[src/hw/slcr_pkg.sv]
// Package: register map, field layout, reset values and carrier types for the link controls
// How it works
// - Link enable bit 0 turns serial output off at 0, on at 1; resets to 1.
// - With link disabled: link logic reset, serializers powered down, link clocks gated.
// - With link disabled the multiframe counter stays in reset; SYSREF cannot realign it.
// - Five-bit output mode field, reset 0x02; change only with link and calibration off; writes are accepted any time, calibration_enable unused.
// - Five-bit frames-per-multiframe minus one, reset 31 (32 frames); change only disabled; writes are accepted while enabled too.
// - Manual sync bit written 0 requests synchronization like the pin; resets to 1.
// - Manual sync bit raises a request whatever sync source is selected.
// - A stuck-low selected sync pin keeps the request until sync select leaves 0.
// - Sync select bits 3:2: 0 single-ended pin, 1 timestamp input, 2 software only.
// - Sample format bit 1: 0 offset binary, 1 two's complement; resets to 1.
// - Scrambler bit 0 off by default, 1 enables; change control only while disabled; writes are accepted while enabled too.
package slcr_pkg;

    // ************************************
    // Register map
    // ************************************
    localparam logic [11:0] SLCR_OFS_LINK_ENABLE = 12'h200;
    localparam logic [11:0] SLCR_OFS_OUTPUT_MODE = 12'h201;
    localparam logic [11:0] SLCR_OFS_FRAMES = 12'h202;
    localparam logic [11:0] SLCR_OFS_MANUAL_SYNC = 12'h203;
    localparam logic [11:0] SLCR_OFS_LINK_CONTROL = 12'h204;
    localparam logic [11:0] SLCR_OFS_TEST_PATTERN = 12'h205;
    localparam logic [11:0] SLCR_OFS_SYNC_STATUS = 12'h210;
    localparam int SLCR_NUM_REGS = 6;
    localparam int SLCR_ADDR_W = 14;

    // ************************************
    // Reset values and field positions
    // ************************************
    localparam logic [7:0] SLCR_RST_LINK_ENABLE = 8'h01;
    localparam logic [7:0] SLCR_RST_OUTPUT_MODE = 8'h02;
    localparam logic [7:0] SLCR_RST_FRAMES = 8'h1F;
    localparam logic [7:0] SLCR_RST_MANUAL_SYNC = 8'h01;
    localparam logic [7:0] SLCR_RST_LINK_CONTROL = 8'h02;
    localparam logic [7:0] SLCR_RST_TEST_PATTERN = 8'h00;
    localparam int SLCR_BIT_LINK_ENABLE = 0;
    localparam int SLCR_BIT_MANUAL_SYNC = 0;
    localparam int SLCR_BIT_SCRAMBLER = 0;
    localparam int SLCR_BIT_SAMPLE_FORMAT = 1;
    localparam int SLCR_SYNC_SEL_LSB = 2;
    localparam int SLCR_FIELD5_MSB = 4;
    localparam int SLCR_TEST_MSB = 3;
    localparam logic [1:0] SLCR_SYNC_PIN = 2'h0;
    localparam logic [1:0] SLCR_SYNC_TIMESTAMP = 2'h1;
    localparam logic [1:0] SLCR_SYNC_SOFTWARE = 2'h2;
    localparam logic [31:0] SLCR_UNMAPPED_READ = 32'h0000_0000;

    // ************************************
    // Carrier types
    // ************************************
    typedef struct packed {
        logic [SLCR_ADDR_W-1:0] address;
        logic read;
        logic write;
        logic [31:0] writedata;
        logic [3:0] byteenable;
    } slcr_avmm_req_type;

    typedef struct packed {
        logic [31:0] readdata;
        logic waitrequest;
    } slcr_avmm_rsp_type;

    typedef struct packed {
        logic link_reset_n;
        logic serializer_power_down;
        logic link_clock_enable;
        logic multiframe_reset;
        logic sysref_align_enable;
        logic [4:0] output_mode_select;
        logic [4:0] frames_per_multiframe_minus_one;
        logic sample_format;
        logic scrambler_enable;
        logic [3:0] test_pattern_control;
        logic sync_request_n;
    } slcr_link_ctrl_type;

endpackage

[src/hw/slcr_sync_select.sv]
// Sync source selection and combination with the manual request
module slcr_sync_select
    import slcr_pkg::*;
(
    input wire logic [1:0] sync_select,
    input wire logic manual_sync_request_n,
    input wire logic single_ended_sync_pin,
    input wire logic differential_timestamp_input,
    input wire logic timestamp_receiver_enable,
    output logic sync_request_n
);
    logic source_n;

    always_comb
    begin
        case (sync_select)
            SLCR_SYNC_PIN: source_n = single_ended_sync_pin;
            SLCR_SYNC_TIMESTAMP: source_n = differential_timestamp_input |
                                             ~timestamp_receiver_enable;
            default: source_n = 1'b1;
        endcase
        sync_request_n = source_n & manual_sync_request_n;
    end
endmodule

[src/hw/slcr_top.sv]
// Serial link control registers with Avalon-MM slave and link control outputs
//
// The Avalon-MM slave port was decided locally.
module slcr_top
(
    input wire logic clk,
    input wire logic rstn,
    input wire logic ce,
    input wire slcr_pkg::slcr_avmm_req_type avmm_req,
    output slcr_pkg::slcr_avmm_rsp_type avmm_rsp,
    input wire logic calibration_enable,
    input wire logic single_ended_sync_pin,
    input wire logic differential_timestamp_input,
    input wire logic timestamp_receiver_enable,
    input wire logic sysref,
    output slcr_pkg::slcr_link_ctrl_type link_ctrl,
    output logic sysref_to_multiframe
);
    import slcr_pkg::*;

    // ************************************
    // State
    // ************************************
    typedef enum logic [2:0] {
        SLCR_IDLE = 3'b001,
        SLCR_ACK = 3'b010,
        SLCR_DONE = 3'b100
    } slcr_bus_state_type;

    typedef struct packed {
        slcr_bus_state_type bus;
        logic [7:0] link_enable;
        logic [7:0] output_mode_select;
        logic [7:0] frames_per_multiframe;
        logic [7:0] manual_sync_request;
        logic [7:0] link_control;
        logic [7:0] test_pattern_control;
        logic [31:0] readdata;
        slcr_link_ctrl_type ctrl;
        logic sysref_out;
    } slcr_state_type;

    slcr_state_type state_q;
    slcr_state_type state_d;
    logic sync_request_n;
    logic [11:0] byte_addr;
    logic wr_ok;

    slcr_sync_select u_sync_select
    (
        .sync_select(state_q.link_control[SLCR_SYNC_SEL_LSB+1:SLCR_SYNC_SEL_LSB]),
        .manual_sync_request_n(state_q.manual_sync_request[SLCR_BIT_MANUAL_SYNC]),
        .single_ended_sync_pin(single_ended_sync_pin),
        .differential_timestamp_input(differential_timestamp_input),
        .timestamp_receiver_enable(timestamp_receiver_enable),
        .sync_request_n(sync_request_n)
    );

    // ************************************
    // Next state
    // ************************************
    always_comb
    begin
        logic en;
        en = 1'b0;
        state_d = state_q;
        // Register offset is the word address
        byte_addr = avmm_req.address[13:2];
        wr_ok = avmm_req.byteenable[0];
        case (state_q.bus)
            SLCR_IDLE:
            begin
                if (avmm_req.read || avmm_req.write)
                begin
                    state_d.bus = SLCR_ACK;
                    state_d.readdata = SLCR_UNMAPPED_READ;
                    if (avmm_req.address[13:12] == 2'b00)
                    begin
                        case (byte_addr)
                            SLCR_OFS_LINK_ENABLE:
                            begin
                                state_d.readdata[7:0] = state_q.link_enable;
                                if (avmm_req.write && wr_ok)
                                    state_d.link_enable = avmm_req.writedata[7:0];
                            end
                            SLCR_OFS_OUTPUT_MODE:
                            begin
                                state_d.readdata[7:0] = state_q.output_mode_select;
                                if (avmm_req.write && wr_ok)
                                    state_d.output_mode_select = avmm_req.writedata[7:0];
                            end
                            SLCR_OFS_FRAMES:
                            begin
                                state_d.readdata[7:0] = state_q.frames_per_multiframe;
                                if (avmm_req.write && wr_ok)
                                    state_d.frames_per_multiframe = avmm_req.writedata[7:0];
                            end
                            SLCR_OFS_MANUAL_SYNC:
                            begin
                                state_d.readdata[7:0] = state_q.manual_sync_request;
                                if (avmm_req.write && wr_ok)
                                    state_d.manual_sync_request = avmm_req.writedata[7:0];
                            end
                            SLCR_OFS_LINK_CONTROL:
                            begin
                                state_d.readdata[7:0] = state_q.link_control;
                                if (avmm_req.write && wr_ok)
                                    state_d.link_control = avmm_req.writedata[7:0];
                            end
                            SLCR_OFS_TEST_PATTERN:
                            begin
                                state_d.readdata[7:0] = state_q.test_pattern_control;
                                if (avmm_req.write && wr_ok)
                                    state_d.test_pattern_control = avmm_req.writedata[7:0];
                            end
                            SLCR_OFS_SYNC_STATUS:
                            begin
                                state_d.readdata[0] = state_q.ctrl.sync_request_n;
                                state_d.readdata[1] = state_q.ctrl.link_reset_n;
                            end
                            default:
                            begin
                                state_d.readdata = SLCR_UNMAPPED_READ;
                            end
                        endcase
                    end
                end
            end
            SLCR_ACK:
            begin
                state_d.bus = SLCR_DONE;
            end
            SLCR_DONE:
            begin
                state_d.bus = SLCR_IDLE;
            end
            default:
            begin
                state_d.bus = SLCR_IDLE;
            end
        endcase

        // Link control outputs
        en = state_q.link_enable[SLCR_BIT_LINK_ENABLE];
        state_d.ctrl.link_reset_n = en;
        state_d.ctrl.serializer_power_down = ~en;
        state_d.ctrl.link_clock_enable = en;
        state_d.ctrl.multiframe_reset = ~en;
        state_d.ctrl.sysref_align_enable = en;
        state_d.sysref_out = sysref & en;
        state_d.ctrl.output_mode_select =
            state_q.output_mode_select[SLCR_FIELD5_MSB:0];
        state_d.ctrl.frames_per_multiframe_minus_one =
            state_q.frames_per_multiframe[SLCR_FIELD5_MSB:0];
        state_d.ctrl.sample_format = state_q.link_control[SLCR_BIT_SAMPLE_FORMAT];
        state_d.ctrl.scrambler_enable = state_q.link_control[SLCR_BIT_SCRAMBLER];
        state_d.ctrl.test_pattern_control = state_q.test_pattern_control[SLCR_TEST_MSB:0];
        state_d.ctrl.sync_request_n = sync_request_n;
    end

    // ************************************
    // Registers
    // ************************************
    always_ff @(posedge clk)
    begin
        if (!rstn)
        begin
            state_q.bus <= SLCR_IDLE;
            state_q.link_enable <= SLCR_RST_LINK_ENABLE;
            state_q.output_mode_select <= SLCR_RST_OUTPUT_MODE;
            state_q.frames_per_multiframe <= SLCR_RST_FRAMES;
            state_q.manual_sync_request <= SLCR_RST_MANUAL_SYNC;
            state_q.link_control <= SLCR_RST_LINK_CONTROL;
            state_q.test_pattern_control <= SLCR_RST_TEST_PATTERN;
            state_q.readdata <= SLCR_UNMAPPED_READ;
            state_q.ctrl <= '0;
            state_q.sysref_out <= 1'b0;
        end
        else if (ce)
        begin
            state_q <= state_d;
        end
    end

    always_comb
    begin
        avmm_rsp.readdata = state_q.readdata;
        avmm_rsp.waitrequest = state_q.bus != SLCR_ACK;
        link_ctrl = state_q.ctrl;
        sysref_to_multiframe = state_q.sysref_out;
    end
endmodule

[config.mk]
export PLATFORM = sky130hd
export DESIGN_NAME = slcr_top
export DESIGN_NICKNAME = d
export VERILOG_FILES = /design/src/hw/slcr_pkg.sv /design/src/hw/slcr_sync_select.sv /design/src/hw/slcr_top.sv
export SDC_FILE = /design/constraint.sdc
export NUM_CORES = 1
export LEC_CHECK = 0
export BUFFER_PORTS_ARGS = -buffer_cell sky130_fd_sc_hd__buf_2
export CORE_MARGIN = 10
export CORE_UTILIZATION = 56
export DETAILED_ROUTE_END_ITERATION = 10
export MAX_ROUTING_LAYER = met4
export PLACE_DENSITY = 0.89
export SYNTH_ARGS = -nofsm -noshare
export SYNTH_HDL_FRONTEND = slang
export SYNTH_HIERARCHICAL = 1
export SYNTH_SLANG_ARGS = --single-unit
[constraint.sdc]
create_clock -name clk -period 3.8 [get_ports clk]
set_clock_uncertainty 0.2 [all_clocks]
set_input_delay 0.19 -clock clk [delete_from_list [all_inputs] [get_ports clk]]
set_output_delay 0.19 -clock clk [all_outputs]
set_load 0.1 [all_outputs]
## Word-level counts from Yosys, hierarchy flattened

Cells that the tools add are included.

- Reduce and logical (&&, ||, !) cells: 12
- Eq/ne operators: 12
- Bitwise operators: 5
- Multiplexer cells: 18

Operators by type and width:

| operator | number |
|---|---|
| $mux W8 | 12 |
| $eq A12 B10 Y1 const B | 7 |
| $mux W83 | 1 |
| $mux W80 | 1 |
| $pmux W6 S6 | 1 |
| $reduce_and A6 Y1 | 6 |
| $pmux W2 S7 | 1 |
| $pmux W3 S2 | 1 |
| $logic_not A2 Y1 | 2 |
| $eq A3 B1 Y1 const B | 1 |
| $eq A3 B2 Y1 const B | 1 |
| $ne A3 B2 Y1 const B | 1 |
| $reduce_and A3 Y1 | 1 |
| $and A1 B1 Y1 | 2 |
| $eq A2 B1 Y1 const B | 1 |
| $ne A2 B2 Y1 const B | 1 |
| $not A1 Y1 | 2 |
| $pmux W1 S2 | 1 |
| $reduce_and A2 Y1 | 1 |
| $logic_and A1 B1 Y1 | 1 |
| $logic_or A1 B1 Y1 | 1 |
| $or A1 B1 Y1 | 1 |

- Output and inout port bits: 56
- Logic and storage cells: 64
- Bits in registers: 103

## Depth between registers and ports, before layout

Gate-level depths: netlist of run 1.

- Depth in word-level cells: 6
- Depth in mapped cells: 7
- Mapped depth without buffers: 4

## Cells and area by module

Netlist of run 1, hierarchy kept.

Modules (own cells, without submodules):

| module | cells each | times used | sequential area each (um2) | area an instance (um2) |
|---|---|---|---|---|
| slcr_top | 438 | 1 | 1581.5 | 4017.6 |
| slcr_sync_select | 2 | 1 | 0.0 | 21.3 |

## Worst setup path before layout of run 1

Ideal clock, no wire load.

- Path kind: register to register
- From: register state_q[105] in the netlist's numbering
- To: register state_q (netlist bit avmm_rsp[2])
- Buffers on the path: 0
- Clock period less this slack: 1.838 ns
- Arrival time: 1.551 ns
- Stages on the path, launching flop included: 5
- Library setup time: 0.086 ns
- Setup slack: 1.962 ns
- Cells stage by stage: dfxtp_1 > nand4bb_4 > or4_1 > or3_1 > a221oi_2

- Cells in the longest elaborated chain, start to end: 2

Ends and longest elaborated chain:

| item | line | RTL |
|---|---|---|
| from (decl) | slcr_top.sv:43 | `slcr_state_type state_q;` |
| from (signal assigned) | slcr_top.sv:181 | `state_q <= state_d;` |
| $eq A3 B1 Y1 | slcr_top.sv:70 | `case (state_q.bus)` |
| $reduce_and A3 Y1 (no source line) | -- |  |

Every way passes these cells.
A chain may end at the register's enable or synchronous reset.

## Final worst setup path of run 1

- From: register state_q[103] in the netlist's numbering
- To: register state_q (netlist bit state_d[13])

- Cells in the longest elaborated chain, start to end: 2

Ends and longest elaborated chain:

| item | line |
|---|---|
| $eq A3 B1 Y1 | slcr_top.sv:70 |
| $reduce_and A6 Y1 (no source line) | -- |

Every way passes these cells.

==> run metrics, run 1 <==
pin count of the biggest net entering global routing=44; syn avg cell area=9.18 um^2; global route total overflow=0; net switching power of the design=0.565 mW; number of antenna violations at the first check in global routing=0; clock network latency to the later pin of the worst-skew pair=340 ps; per-cell via count in the routed design=5.84; Leak=1.81 nW; Iter 0 DRT Violations=318; final max-slew violation count=0; share of synthesized area occupied by flip-flops and latches=39.2%; most common flop cell mapped by yosys=sky130_fd_sc_hd__dfxtp_1; maxcap violations=0; Synth area leader=sky130_fd_sc_hd__dfxtp_1; die outline width=105 um; data arrival time of the critical path=2530 ps; Clock Power Share=35.9%; synthesis-to-layout area growth=7.74%; relative contribution of combinational cells to total power=17.3%; Least-Margin Pin Slew=1080 ps; endpoint required time on the critical path=3870 ps; setup repair after global routing missed its margin=no; worst-path maximum fanout=14; count of flip-flops with a built-in enable after synthesis=0; initial cell density of the core=58.5%; sum of net half-perimeters after detailed placement=7400 um; floorplan row count=30; routability cong.=0.975; commonest cells in the synthesized netlist=79 x sky130_fd_sc_hd__dfxtp_1, 58 x sky130_fd_sc_hd__buf_4, 54 x sky130_fd_sc_hd__mux2i_1; sum of negative setup slack=0 ps; total clock buffers created by CTS=9; detailed-route wire length=10200 um; worst slew slack as a fraction of its limit=27.5%; share of power burned in registers=46.8%; Sw Ratio=31.4%; Wirelength per Cell=18.0 um; ratio of final minimum period to clock period=64.8%; status=finished clean; crit end category=register; total of buffers placed on input and output ports=61; H-Tree Depth=3; Worst R2R Path Depth=4; type of the setup path with the least slack=reg2reg; area of placed instances=4050 um^2; clock slew at reported path FFs=80 ps; area of the die=11000 um^2; number of placed instances, taps included=542; area of the core=6910 um^2; number of different library cells in the post-synthesis netlist=54; Cells after Synth=440; total track usage=18.8%; total via count in the routed design=3318; antenna violation net count after detailed routing=0; filler-free cell count of the finished design=568; final hold viol count=0; power density relative to cell area=414 nW/um^2; Synth warnings=6; number of setup buffers added after CTS=0; DR pass1 iterations=6; post-route DRC violation count=0; max frequency=0.406 GHz; clock tree root buffer cell=sky130_fd_sc_hd__clkbuf_8; via count of the first global-routing pass=3342; maximum resistive drop on vdd=0.222 mV; leading post-synthesis cells by cell area=sky130_fd_sc_hd__dfxtp_1 39%, sky130_fd_sc_hd__mux2i_1 13%, sky130_fd_sc_hd__buf_4 11%; clock tree from TritonCTS=built; Cell Area, Synth=4040 um^2; layout cells sized above 1=21.2%; cell area after layout=4350 um^2; Final Critical Period=2460 ps; Clock Tree Buf Depth=2; Worst Hold Depth=4; Sink Count=79; wire length of the first global-routing pass=16800 um; worst min-delay path category=in2reg; element type at the critical path start=register; number of gates resized after CTS=0; number of flip-flops and latches in the synthesized netlist=79; number of placed I/O pins=116; count leader, synth=sky130_fd_sc_hd__dfxtp_1; total number of nets in the final design=526; post-synthesis async set-or-reset flop share=0%; total setup violations reported at the end of the flow=0; Internal=1.24 mW; die height=105 um; top-area cell type share of the netlist area=39.2%
power groups by stage:
stage | Combinational [mW] | Clock (mW) | Sequential (mW)
2_1_floorplan | 0.276 | 0 | 0.865
3_3_place_gp | 0.296 | 0 | 0.862
3_5_place_dp | 0.300 | 0 | 0.862
4_1_cts | 0.308 | 0.656 | 0.843
5_1_grt | 0.325 | 0.687 | 0.844
6_report | 0.311 | 0.647 | 0.843
per-layer routing:
layer  wire, um  global-route usage [%]  share of wire, %
met1       4180                    21.3                41
met2       4860                    30.4                47
met3        997                    5.96               9.7
met4        208                    6.96               2.0
met5          0                       -                 0
what timing repair did:
action,4_1_cts,5_1_grt
hold buffers,9,0
setup endpoints to repair,0,0
endpoints found under the hold margin,30,0
path summary, 6_finish.rpt:
path	slack, ps	endpoint	startpoint
hold reg to reg	260	state_q[93]	state_q[93]
setup reg to reg	1340	state_d[13]	state_q[103]
hold / removal	50	link_ctrl[0]	single_ended_sync_pin
setup / recovery	1340	state_d[13]	state_q[103]
critical path, cell delays in order (launching register included):
cell and delay [ps]:
sky130_fd_sc_hd__dfxtp_1 420, sky130_fd_sc_hd__and4bb_2 320, sky130_fd_sc_hd__and4_1 550, sky130_fd_sc_hd__and3_1 620, sky130_fd_sc_hd__mux2i_1 270
cells in the final DEF (no fill, tap or decap), types with 5 or more instances in the layout:
cell type | synthesis | layout
sky130_fd_sc_hd__mux2i_1 | 54 | 54
sky130_fd_sc_hd__nand2_1 | 35 | 35
sky130_fd_sc_hd__conb_1 | 1 | 24
sky130_fd_sc_hd__dlygate4sd3_1 | 0 | 9
sky130_fd_sc_hd__dfxtp_1 | 79 | 79
sky130_fd_sc_hd__a21oi_1 | 24 | 24
sky130_fd_sc_hd__nand3_1 | 25 | 25
sky130_fd_sc_hd__and3_1 | 6 | 6
sky130_fd_sc_hd__buf_2 | 6 | 61
sky130_fd_sc_hd__buf_4 | 58 | 5
sky130_fd_sc_hd__clkbuf_8 | 0 | 11
sky130_fd_sc_hd__a32oi_1 | 5 | 5
sky130_fd_sc_hd__nor2_1 | 31 | 31
sky130_fd_sc_hd__inv_1 | 10 | 10
sky130_fd_sc_hd__o21ai_0 | 22 | 22
cell type report:
cell class | instances | area, um^2
timing repair buffer | 75 | 433
clock inverter | 4 | 52.6
clock buffer | 12 | 155
tap | 96 | 120
fill | 581 | 2550
sequential | 79 | 1580
antenna | 1 | 2.50
multi-input combinational | 291 | 1970
inverter | 10 | 37.5
cells by family (layout without fill, tap and decap cells):
logic type,Yosys count,after routing,share of synthesized area (%)
flip-flops,79,79,39.2
multiplexers,60,60,16.2
AND/OR/NAND/NOR,132,132,18.5
buffers and inverters,93,101,14.2
other,1,25,0.0928
AO/OA/AOI/OAI,75,75,11.9
sequential cells by signal, summed over array words and instances, names as in the netlist:
| register | cells |
|---|---|
| avmm_rsp | 8 |
| link_ctrl | 19 |
| sysref_to_multiframe | 1 |
| state_q | 34 |
| state_d | 17 |
through the flow:
stage               power (mW)  util, %  hold slack [ps]  setup WS, ps
detailed placement        1.16     58.7              246          1270
floorplan                 1.14        -              129          1960
global placement          1.16     58.7              241          1360
finish                    1.80     63.0             47.6          1340
CTS                       1.81     63.0             31.1          1330
global route              1.86     63.0             75.0          1230
No activity file was read; power rests on OpenSTA's default activity.
==> inputs of run 2 (changes only) <==
- ABC_AREA: unset -> 1
- CORE_UTILIZATION: 56 -> 46
- PLACE_DENSITY: 0.89 -> 0.8
- clock period: 3.8 -> 2.1 ns (I/O delays scaled with it)
==> run metrics, run 2 <==
post-synthesis async set-or-reset flop share=0%; number of filler instances in the final layout=790; final hold viol count=0; number of antenna violations at the first check in global routing=0; Internal=2.21 mW; power density relative to cell area=755 nW/um^2; endpoint required time on the critical path=2190 ps; xor and xnor area share after synthesis=0%; clock tree from TritonCTS=built; setup repair after global routing missed its margin=no; Cells after Synth=555; most frequent standard cell in the layout excluding fill and tap cells=sky130_fd_sc_hd__nor2_1; worst slew slack as a fraction of its limit=65.5%; global route total overflow=0; type of the setup path with the least slack=reg2reg; max frequency=0.520 GHz; number of flip-flops and latches in the synthesized netlist=79; share of synthesized area occupied by flip-flops and latches=41.3%; share of power burned in registers=47.1%; leading post-synthesis cells by cell area=sky130_fd_sc_hd__dfxtp_1 41%, sky130_fd_sc_hd__nor2_1 12%, sky130_fd_sc_hd__buf_4 11%; count of flip-flops with a built-in enable after synthesis=0; most common flop cell mapped by yosys=sky130_fd_sc_hd__dfxtp_1; maximum resistive drop on vdd=0.248 mV; adder-cell share of the synthesized area=0%; Final Critical Period=1920 ps; complex-gate fraction of the synthesized area=13.8%; Metal-1 WL=4030 um; Wirelength per Cell=13.5 um; floorplan row count=33; Final Util=53.1%; Least-Margin Pin Slew=518 ps; overall power consumption=3.28 mW; total number of nets in the final design=668; area of the core=8180 um^2; Clock Power Share=33.5%; Biggest register=state_q; maxcap violations=0; Synth area leader=sky130_fd_sc_hd__dfxtp_1; Clock Tree Buf Depth=2; net switching power of the design=1.07 mW; commonest non-fill, non-tap cells in the layout=122 x sky130_fd_sc_hd__nor2_1, 84 x sky130_fd_sc_hd__nand2_1, 79 x sky130_fd_sc_hd__dfxtp_1; status=finished clean; layout cells sized above 1=17.3%; die height=111 um; Leak=2.07 nW; initial cell density of the core=46.8%; Cell Area, Synth=3830 um^2; Synth warnings=6; post-route DRC violation count=0; Sw Ratio=32.6%; routed wl met3=596 um; routability cong.=0.967; Top Metal Used=met4; total clock buffers created by CTS=9; relative contribution of combinational cells to total power=19.4%; Sink Count=79; FF-to-FF setup slack=180 ps; synthesis-to-layout area growth=13.4%; sum of met2 wire segment lengths after detailed routing=4800 um; crit end category=register; die outline width=111 um; Iter 0 DRT Violations=241; clock slew at reported path FFs=80 ps; share of synthesized cell area in and, or, nand and nor gates=28.6%; sum of net half-perimeters after detailed placement=7290 um; worst min-delay path category=in2reg; detailed-route wire length=9730 um; total of buffers placed on input and output ports=61; data arrival time of the critical path=2010 ps; number of flip-flops in the largest register=34; number of placed I/O pins=116; count leader, synth=sky130_fd_sc_hd__nor2_1; clock tree root buffer cell=sky130_fd_sc_hd__clkbuf_8; minimum hold slack=28.2 ps; worst-path maximum fanout=7; worst slack, placed=153 ps; combinational family with the most area after synthesis=simple AND/OR/NAND/NOR gates; H-Tree Depth=3; per-cell via count in the routed design=4.97; antenna violation net count after detailed routing=0; DR pass1 iterations=4; ratio of final minimum period to clock period=91.6%; via count of the first global-routing pass=3456; total setup violations reported at the end of the flow=0; total via count in the routed design=3571; share of synthesized area spent on multiplexers=0%; top-area cell type share of the netlist area=41.3%; fin worst setup slack=176 ps; commonest cells in the synthesized netlist=124 x sky130_fd_sc_hd__nor2_1, 84 x sky130_fd_sc_hd__nand2_1, 79 x sky130_fd_sc_hd__dfxtp_1; antenna cell count=0; element type at the critical path start=register; final max-slew violation count=0; pin count of the biggest net entering global routing=55; area of the die=12400 um^2; wire length of the first global-routing pass=16500 um; syn avg cell area=6.90 um^2; clock network latency to the later pin of the worst-skew pair=350 ps; sum of negative setup slack=0 ps; number of different library cells in the post-synthesis netlist=24; total track usage=16.1%
==> run 2: cell count changes after synthesis, moves of 5 or more <==
cell                      delta
sky130_fd_sc_hd__o21ai_0    +37
sky130_fd_sc_hd__nand2_1    +49
sky130_fd_sc_hd__o21ai_1     +6
sky130_fd_sc_hd__nor2_1     +93
sky130_fd_sc_hd__inv_1      +24
sky130_fd_sc_hd__mux2i_1    -54
sky130_fd_sc_hd__nand3_1    +23
sky130_fd_sc_hd__and3_1      -6
sky130_fd_sc_hd__a32oi_1     -5
==> run 2: logic make-up (layout without fill, tap and decap cells) <==
family	Yosys count	count (layout)
and+or+nand+nor	265	265
AOI/OAI and AO/OA	100	100
other	1	24
buffers and inverters	110	145
DFF	79	79
==> run 2: worst max-delay path: stages (launching register included) <==
cell	delay, ps
sky130_fd_sc_hd__dfxtp_1	340
sky130_fd_sc_hd__inv_1	80
sky130_fd_sc_hd__nor2_1	90
sky130_fd_sc_hd__nand2_1	80
sky130_fd_sc_hd__nor2_2	110
sky130_fd_sc_hd__nand4_1	260
sky130_fd_sc_hd__nor2_1	450
sky130_fd_sc_hd__o21ai_0	140
sky130_fd_sc_hd__nor2_1	100
==> run 2: layer usage <==
metal,up-vias,track usage [%]
li1,1812,-
met1,1624,17.3
met4,0,8.40
met5,-,-
met3,27,3.63
met2,108,27.1
==> run 2: through the flow <==
stage | std cells | area, um^2
floorplan | 578 | 3910
global placement | 688 | 4010
detailed placement | 688 | 4010
CTS | 717 | 4330
global route | 718 | 4340
finish | 718 | 4340
==> run 2: area by class of cell <==
type,instances,area (um^2),share of cell area (%)
clock buffers,12,145,3.34
flip-flops and latches,79,1580,36.4
repair buffers,91,576,13.3
clock inverters,4,45.0,1.04
inverters,38,143,3.29
multi-input cells,389,1720,39.6
well taps,105,131,3.03
==> run 2: path summary, 6_finish.rpt <==
kind / startpoint / to / cells after the start
worst min register to register: state_q[85] / state_q[85] / 2
worst min-delay path: ce / state_q[105] / 4
worst max register to register: state_q[103] / state_q[70] / 8
worst max-delay path: state_q[103] / state_q[70] / 8
==> run 2: power by group through the flow <==
stage / logic [mW] / clock network [mW] / registers, mW
detailed placement: 0.612 / 0 / 1.58
floorplan: 0.565 / 0 / 1.58
finish: 0.635 / 1.10 / 1.55
CTS: 0.631 / 1.12 / 1.54
global placement: 0.605 / 0 / 1.58
global route: 0.671 / 1.20 / 1.55
==> run 2: repair_timing <==
action	CTS	global route
setup buffers	0	1
resized for setup	0	2
hold endpoints to repair	55	0
hold buffers	13	0
setup endpoints to repair	0	17
